`config.mk`:
```
export PLATFORM = sky130hd
export DESIGN_NAME = sflash_read_dev
export DESIGN_NICKNAME = d
export VERILOG_FILES = /design/src/sflash_pkg.sv /design/src/sflash_read_dev.sv
export SDC_FILE = /design/constraint.sdc
export NUM_CORES = 1
export LEC_CHECK = 0
export ABC_AREA = 0
export BUFFER_PORTS_ARGS = -buffer_cell sky130_fd_sc_hd__buf_2
export CORE_AREA = 2 2 126 128
export CTS_BUF_LIST = sky130_fd_sc_hd__clkbuf_4
export DETAILED_ROUTE_END_ITERATION = 8
export DIE_AREA = 0 0 128 130
export GPL_TIMING_DRIVEN = 0
export PLACE_DENSITY = 0.67
export RECOVER_POWER = 100
export SYNTH_ARGS = -nofsm -noshare
export SYNTH_HDL_FRONTEND = slang
export SYNTH_SLANG_ARGS = --single-unit
```
`constraint.sdc`:
```
create_clock -name i_mclk -period 7.4 [get_ports i_mclk]
set_input_delay 1.11 -clock i_mclk [delete_from_list [all_inputs] [get_ports i_mclk]]
set_output_delay 1.11 -clock i_mclk [all_outputs]
set_load 0.1 [all_outputs]
```
`src/sflash_pkg.sv`:
```
package sflash_pkg;

	// read opcodes
	localparam logic [7:0] OP_READ     = 8'h03;
	localparam logic [7:0] OP_FAST     = 8'h0b;
	localparam logic [7:0] OP_DUAL_OUT = 8'h3b;
	localparam logic [7:0] OP_QUAD_OUT = 8'h6b;
	localparam logic [7:0] OP_DUAL_IO  = 8'hbb;
	localparam logic [7:0] OP_QUAD_IO  = 8'heb;

	// phase lengths in bits
	localparam logic [4:0] CMD_BITS  = 5'h08;
	localparam logic [4:0] ADDR_BITS = 5'h18;
	localparam logic [4:0] MODE_BITS = 5'h08;

	// dummy clock counts and four-line mode byte clocks
	localparam logic [3:0] FAST_DUMMY = 4'h8;
	localparam logic [3:0] QIO_DUMMY  = 4'h4;
	localparam logic [3:0] MODE_CLKS4 = 4'h2;

	// reset values and codes
	localparam logic [1:0] PARAM_RST = 2'h0;
	localparam logic [1:0] SKIP_CODE = 2'h2;

	// lane width as log2 of lines used
	localparam logic [1:0] LW1 = 2'h0;
	localparam logic [1:0] LW2 = 2'h1;
	localparam logic [1:0] LW4 = 2'h2;

	typedef struct packed {
		logic       ok;
		logic [1:0] aw;
		logic       mode;
		logic [3:0] dummy;
		logic [1:0] dw;
	} rd_cfg_t;

	typedef enum logic [2:0] {
		ST_IDLE, ST_CMD, ST_ADDR, ST_MODE, ST_DUMMY, ST_DATA, ST_IGNORE
	} rd_state_t;

endpackage

```
`src/sflash_read_dev.sv`:
```
`timescale 1ns/1ps
`default_nettype none
module sflash_read_dev
	import sflash_pkg::*;
(
	// system
	input  wire logic        i_mclk,
	input  wire logic        i_sys_rst,
	// serial link, line 0 is the serial_input_pin
	input  wire logic        i_cs_n,
	input  wire logic        i_sclk,
	input  wire logic [3:0]  i_bidir_line,
	output logic      [3:0]  o_bidir_line,
	output logic      [3:0]  o_bidir_line_oe_n,
	// status and configuration
	input  wire logic        i_busy,
	input  wire logic        i_quad_enable_bit,
	input  wire logic        i_four_line_command_mode,
	input  wire logic        i_param_wr,
	input  wire logic [1:0]  i_param_dummy,
	input  wire logic        i_reset_cmd,
	// memory array
	output logic             o_mem_rd,
	output logic      [23:0] o_mem_addr,
	input  wire logic [7:0]  i_mem_data,
	// block state
	output logic             o_data_phase,
	output logic             o_execute_in_place
);

	// command table, shared by the opcode decoder
	function automatic rd_cfg_t decode(input logic [7:0] op,
		input logic four_line_command_mode, input logic qe, input logic [3:0] pd);
		rd_cfg_t c;
		c = '0;
		c.ok = 1'b1;
		case (op)
			OP_READ: c.ok = ~four_line_command_mode;
			OP_FAST: begin
				c.aw    = four_line_command_mode ? LW4 : LW1;
				c.dw    = four_line_command_mode ? LW4 : LW1;
				c.dummy = four_line_command_mode ? pd : FAST_DUMMY;
			end
			OP_DUAL_OUT: begin
				c.ok    = ~four_line_command_mode;
				c.dw    = LW2;
				c.dummy = FAST_DUMMY;
			end
			OP_QUAD_OUT: begin
				c.ok    = ~four_line_command_mode & qe;
				c.dw    = LW4;
				c.dummy = FAST_DUMMY;
			end
			OP_DUAL_IO: begin
				c.ok   = ~four_line_command_mode;
				c.aw   = LW2;
				c.dw   = LW2;
				c.mode = 1'b1;
			end
			OP_QUAD_IO: begin
				c.ok    = qe;
				c.aw    = LW4;
				c.dw    = LW4;
				c.mode  = 1'b1;
				c.dummy = four_line_command_mode ? pd - MODE_CLKS4 : QIO_DUMMY;
			end
			default: c.ok = 1'b0;
		endcase
		return c;
	endfunction

	// shift one clock's worth of input lines into the assembler
	function automatic logic [23:0] shift_in(input logic [23:0] s,
		input logic [3:0] d, input logic [1:0] w);
		case (w)
			LW2:     return {s[21:0], d[1:0]};
			LW4:     return {s[19:0], d};
			default: return {s[22:0], d[0]};
		endcase
	endfunction

	logic [5:0]  meta_q;
	logic [5:0]  sync_q;
	logic        sclk_prev_q;
	logic        cs_prev_q;
	logic [1:0]  param_q;
	rd_state_t   state_q;
	logic [4:0]  cnt_q;
	logic [3:0]  dcnt_q;
	logic [23:0] sr_q;
	logic [23:0] start_q;
	rd_cfg_t     cfg_q;
	rd_cfg_t     crm_cfg_q;
	logic        crm_q;
	logic        in_data_q;
	logic        rd_q;
	logic        cap_q;
	logic [23:0] maddr_q;
	logic [7:0]  nxt_q;
	logic [7:0]  ob_q;
	logic [2:0]  ocnt_q;
	logic [3:0]  out_q;
	logic [3:0]  oe_n_q;

	// two-stage synchronisers for every link input; they reset to
	// the idle link (select high, clock low), so no edge follows reset
	always_ff @(posedge i_mclk or posedge i_sys_rst) begin
		if (i_sys_rst) begin
			meta_q <= 6'h20;
			sync_q <= 6'h20;
		end else begin
			meta_q <= {i_cs_n, i_sclk, i_bidir_line};
			sync_q <= meta_q;
		end
	end

	// edge history of the synchronised clock and select
	always_ff @(posedge i_mclk or posedge i_sys_rst) begin
		if (i_sys_rst) begin
			sclk_prev_q <= 1'b0;
			cs_prev_q   <= 1'b1;
		end else begin
			sclk_prev_q <= sync_q[4];
			cs_prev_q   <= sync_q[5];
		end
	end

	// link decoding
	wire        cs_n     = sync_q[5];
	wire [3:0]  din      = sync_q[3:0];
	wire        rise     = sync_q[4] & ~sclk_prev_q & ~cs_n;
	wire        fall     = ~sync_q[4] & sclk_prev_q & ~cs_n;
	wire        frm_go   = ~cs_n & cs_prev_q;
	wire        four_line_command_mode      = i_four_line_command_mode &
	                       i_quad_enable_bit;
	wire [3:0]  qpi_dum  = {1'b0, param_q, 1'b0} + 4'h2;
	wire [1:0]  cur_w    = (state_q == ST_CMD) ? (four_line_command_mode ? LW4 : LW1)
	                                           : cfg_q.aw;
	wire [23:0] sr_nx    = shift_in(sr_q, din, cur_w);
	wire [4:0]  cnt_nx   = cnt_q + (5'h01 << cur_w);
	wire        data_go  = (state_q == ST_DATA) & ~in_data_q;
	wire        byte_end = fall & (state_q == ST_DATA) & (ocnt_q == 3'h0);
	wire [7:0]  obyte    = (ocnt_q == 3'h0) ? nxt_q : ob_q;
	wire [3:0]  obits    = {1'b0, (3'h1 << cfg_q.dw)};
	rd_cfg_t    dec;
	assign dec = decode(sr_nx[7:0], four_line_command_mode, i_quad_enable_bit, qpi_dum);
	wire        no_dum   = (cfg_q.dummy == 4'h0);

	// read parameter for four-line mode dummy count
	always_ff @(posedge i_mclk or posedge i_sys_rst) begin
		if (i_sys_rst)
			param_q <= PARAM_RST;
		else if (i_reset_cmd)
			param_q <= PARAM_RST;
		else if (i_param_wr)
			param_q <= i_param_dummy;
	end

	// command sequencer, advanced on serial clock rising edges;
	// only the continuous read state outlives a frame
	always_ff @(posedge i_mclk or posedge i_sys_rst) begin
		if (i_sys_rst) begin
			state_q   <= ST_IDLE;
			cnt_q     <= 5'h00;
			dcnt_q    <= 4'h0;
			sr_q      <= 24'h000000;
			start_q   <= 24'h000000;
			cfg_q     <= '0;
			crm_cfg_q <= '0;
			crm_q     <= 1'b0;
		end else if (cs_n) begin
			state_q <= ST_IDLE;
		end else if (frm_go) begin
			cnt_q <= 5'h00;
			if (i_busy)
				state_q <= ST_IGNORE;
			else if (crm_q) begin
				cfg_q   <= crm_cfg_q;
				state_q <= ST_ADDR;
			end else
				state_q <= ST_CMD;
		end else if (rise) begin
			sr_q  <= sr_nx;
			cnt_q <= cnt_nx;
			dcnt_q <= dcnt_q - 4'h1;
			case (state_q)
				ST_CMD: if (cnt_nx == CMD_BITS) begin
					cnt_q   <= 5'h00;
					cfg_q   <= dec;
					state_q <= dec.ok ? ST_ADDR : ST_IGNORE;
				end
				ST_ADDR: if (cnt_nx == ADDR_BITS) begin
					cnt_q   <= 5'h00;
					start_q <= sr_nx;
					dcnt_q  <= cfg_q.dummy;
					if (cfg_q.mode)
						state_q <= ST_MODE;
					else
						state_q <= no_dum ? ST_DATA : ST_DUMMY;
				end
				ST_MODE: if (cnt_nx == MODE_BITS) begin
					// only bits 5:4 matter, low nibble is ignored
					crm_q     <= (sr_nx[5:4] == SKIP_CODE);
					crm_cfg_q <= cfg_q;
					dcnt_q    <= cfg_q.dummy;
					state_q   <= no_dum ? ST_DATA : ST_DUMMY;
				end
				ST_DUMMY: if (dcnt_q == 4'h1)
					state_q <= ST_DATA;
				default: ;
			endcase
		end
	end

	// memory fetch: first byte at data entry, then one per byte sent,
	// so the next byte waits ready well before its first falling edge
	always_ff @(posedge i_mclk or posedge i_sys_rst) begin
		if (i_sys_rst) begin
			in_data_q <= 1'b0;
			rd_q      <= 1'b0;
			cap_q     <= 1'b0;
			maddr_q   <= 24'h000000;
			nxt_q     <= 8'h00;
		end else begin
			in_data_q <= (state_q == ST_DATA);
			cap_q     <= rd_q;
			rd_q      <= data_go | byte_end;
			if (cap_q)
				nxt_q <= i_mem_data;
			if (data_go)
				maddr_q <= start_q;
			else if (rd_q)
				maddr_q <= maddr_q + 24'h000001;
		end
	end

	// output shifter, changes on serial clock falling edges;
	// lines are released as soon as select is seen high
	always_ff @(posedge i_mclk or posedge i_sys_rst) begin
		if (i_sys_rst) begin
			ob_q   <= 8'h00;
			ocnt_q <= 3'h0;
			out_q  <= 4'h0;
			oe_n_q <= 4'hf;
		end else if (cs_n) begin
			ocnt_q <= 3'h0;
			oe_n_q <= 4'hf;
		end else if (fall && state_q == ST_DATA) begin
			ob_q   <= obyte << obits;
			ocnt_q <= ocnt_q + obits[2:0];
			case (cfg_q.dw)
				LW2: begin
					out_q  <= {2'b00, obyte[7:6]};
					oe_n_q <= 4'hc;
				end
				LW4: begin
					out_q  <= obyte[7:4];
					oe_n_q <= 4'h0;
				end
				default: begin
					out_q  <= {2'b00, obyte[7], 1'b0};
					oe_n_q <= 4'hd;
				end
			endcase
		end
	end

	// outputs
	assign o_bidir_line      = out_q;
	assign o_bidir_line_oe_n = oe_n_q;
	assign o_mem_rd          = rd_q;
	assign o_mem_addr        = maddr_q;
	assign o_data_phase      = in_data_q;
	assign o_execute_in_place = crm_q;

endmodule
`default_nettype wire

```
==> key figures <==
Run status
  – Outcome: finished, violations left
  – Failing checks: max-capacitance violations, max-slew violations

Clock network
  – Clock sink count: 147
  – CTS Buf Count: 17
  – # resized after CTS: 0
  – Clk root buf: clkbuf_4
  – Worst skew pair latency: 0.56 ns
  – Post-CTS Setup Bufs: 0
  – Hold buffers post-CTS: 0
  – Clk buf depth: 2
  – Reg clk slew, reported paths: 0.12 ns
  – CTS tree: built
  – H-tree depth: 4

Synthesis
  – Synth async-reset ratio: 100%
  – EDFF count, synth: 0
  – Post-Syn Area: 7470 sq um
  – Synth Flop Type: dfrtp_1
  – #FFs+latches synth: 147
  – Post-synthesis cell count: 728
  – Yosys warns: 0
  – Post-synthesis sequential area ratio: 49.4%
  – Synth unique cells: 64
  – Syn Nets: 771
  – Synth Area per Inst: 10.3 sq um

Power and ir drop
  – Power share of the clock group: 28.5%
  – Power Density: 218 nW/um^2
  – Pleak: 0.00373 uW
  – Switching power: 594 uW
  – Reg power frac: 51.6%
  – Combinational share of power: 19.9%
  – Switching fraction of total power: 33.3%
  – Maximum vdd drop: 102 uV
  – Total power: 1780 uW
  – Cell Int Power: 1190 uW

Critical path
  – Data arrival, critical path: 6.19 ns
  – CP startpoint kind: flip-flop
  – Critical path's most frequent cell: clkbuf_1
  – CP Max Fanout: 10
  – CP cell instances: clkbuf_1 > nand2b_1 > nor2_1 > mux2_1 > inv_1 > ha_1 > clkbuf_1 > clkbuf_1 > inv_1 > fa_1 > nand2b_1 > o2bb2ai_1 > xnor2_1 > nand2b_1 > nor4_4 > clkbuf_1 > mux2_1
  – Worst Path Required: 7.84 ns
  – FF-to-FF setup slack: 1.65 ns
  – Crit Path Category: reg -> reg
  – CP max stage delay: 0.57 ns
  – Delay-heaviest family, CP: buffers and inverters
  – Buf/Inv on CP: 6
  – CP max stage cell: xnor2_1
  – Setup crit end kind: flip-flop

Global route
  – Antenna violations before repair: 1
  – First-pass GRT wire length: 28300 um
  – GRT Util Overall: 21.6%
  – Vias in the first global route: 5667
  – Largest net degree at the start of global routing: 90
  – Grt ovf: 0

Layout
  – Fill cells: 1438
  – Final #Nets: 848
  – Non-Filler Instances: 1011
  – Area grow syn2layout: 9.70%
  – Most common cell after layout, fill and taps aside: dfrtp_1
  – Layout cell share with drive strength beyond 1: 12.2%
  – Storage element area: 3690 sq um
  – Most frequent cells in the layout: 141 x dfrtp_1, 106 x nand2_1, 74 x o21ai_0
  – Multi-input gate area: 3460 sq um

Placement
  – DP HPWL: 12100 um
  – Routability cong.: 0.900
  – Placed insts: 978
  – I/O Buffers: 57

Timing
  – Final period util: 77.7%
  – Fin crit period: 5.75 ns
  – Worst-Margin Slew: 2.59 ns
  – Fmax: 174 MHz
  – Setup tns final: 0 ns
  – Clock Skew: 0.0233 ns
  – Slew Viols, Final: 59
  – Unrepaired setup endpoints after global routing: no
  – Slew HR: -73.7%
  – Hold Fails Final Rpt: 0
  – Number of setup violations in the final report: 0

Die
  – Core area: 15400 sq um
  – Die ar.: 16600 sq um
  – Die X: 128 um
  – Num rows: 46
  – Initial Utilization: 48.4%
  – Top-level I/O count: 58
  – Die Span Y: 130 um

Drt
  – M1 WL: 7600 um
  – Vias: 5759
  – DR DRC count: 0
  – Vias per cell: 5.70
  – Antenna-violating nets left: 0
  – Drt wl/cell: 16.6 um
  – Initial drt markers: 465
  – Met2 wire length: 8020 um
  – WL met3: 706 um
  – TritonRoute pass-1 iters: 5
  – Routed Wire Length: 16700 um
  – DR top layer: met4

Min path
  – Tightest Hold Check Type: reg -> reg

Run
  – Max-cap violations: 1
[Yosys cell counts (8+ instances only)]
master	n	area share, %
dfrtp_1	141	47
mux2_1	18	2.7
inv_1	26	1.3
a22oi_1	20	2.0
xnor2_1	12	1.4
nand3_1	13	0.87
a31oi_1	8	0.67
nor2_1	38	1.9
mux2_2	38	5.7
nand2b_1	9	0.75
nor3_1	10	0.67
nand2_1	106	5.3
o21ai_0	73	4.9
ha_1	18	3.0
xor2_1	15	1.8
a21oi_1	20	1.3
nand4_1	8	0.67
mux2i_1	25	3.4
clkbuf_1	29	1.5
[final cells by class]
cell class                 count  area share (%)
tap                          192            2.93
antenna                        1          0.0305
timing repair buffer          58            3.27
clock inverter                15            1.89
sequential                   147            45.0
buffer                        38            1.80
inverter                      27            1.25
multi-input combinational    516            42.3
clock buffer                  17            1.56
[power groups by stage]
stage	clock network, uW	registers [uW]	logic [uW]
floorplan	0	918	264
global placement	0	931	342
detailed placement	0	933	359
CTS	526	918	360
global route	563	930	397
finish	507	920	356
[sequential cells by signal, indices dropped and copies added, names as in the netlist, 6 cells and up]
register / cells
cfg_q: 9
ob_q: 8
start_q: 24
meta_q: 6
crm_cfg_q: 9
o_mem_addr: 24
sync_q: 6
nxt_q: 8
sr_q: 23
[per-layer routing]
layer	track usage (%)	vias up
li1	-	2726
met5	0	-
met1	28.6	2828
met4	8.92	0
met3	4.80	33
met2	34.7	172
[worst register-to-register path, stage by stage (launching register included)]
cell       delay [ns]
dfrtp_1          0.34
clkbuf_1         0.32
nand2b_1         0.16
nor2_1           0.18
mux2_1           0.40
inv_1            0.10
ha_1             0.30
clkbuf_1         0.40
clkbuf_1         0.40
inv_1            0.11
fa_1             0.45
nand2b_1         0.17
o2bb2ai_1        0.17
xnor2_1          0.57
nand2b_1         0.23
nor4_4           0.47
clkbuf_1         0.51
mux2_1           0.38
[metrics by stage]
step / hold slack [ns] / area, sq um / util (%) / setup WS [ns]
6_report: 0.363 / 8190 / 53.1 / 1.65
5_1_grt: 0.371 / 8190 / 53.1 / 1.17
4_1_cts: 0.367 / 8310 / 53.9 / 2.09
3_5_place_dp: 0.337 / 8030 / 52.0 / 1.80
3_3_place_gp: 0.333 / 7990 / 51.8 / 0.848
2_1_floorplan: 0.331 / 7470 / - / 2.35
[cells by family after synthesis]
family,after synthesis,share of synthesized area [%]
xor+xnor,28,3.38
simple gates,219,13.9
fa+ha+maj,20,3.55
compound gates,167,14.1
flops,147,49.4
buf+inv,65,3.62
mux,82,12.1
[worst paths after layout]
path / cells past startpoint / startpoint / end
min in group asynchronous: 2 / i_sys_rst / start_q[11]
worst max-delay path: 17 / state_q[0] / start_q[16]
max in group asynchronous: 3 / i_sys_rst / meta_q[5]
worst min-delay path: 0 / meta_q[2] / sync_q[2]
worst max register to register: 17 / state_q[0] / start_q[16]
worst min register to register: 0 / meta_q[2] / sync_q[2]
No activity file was read; power rests on OpenSTA's default activity.
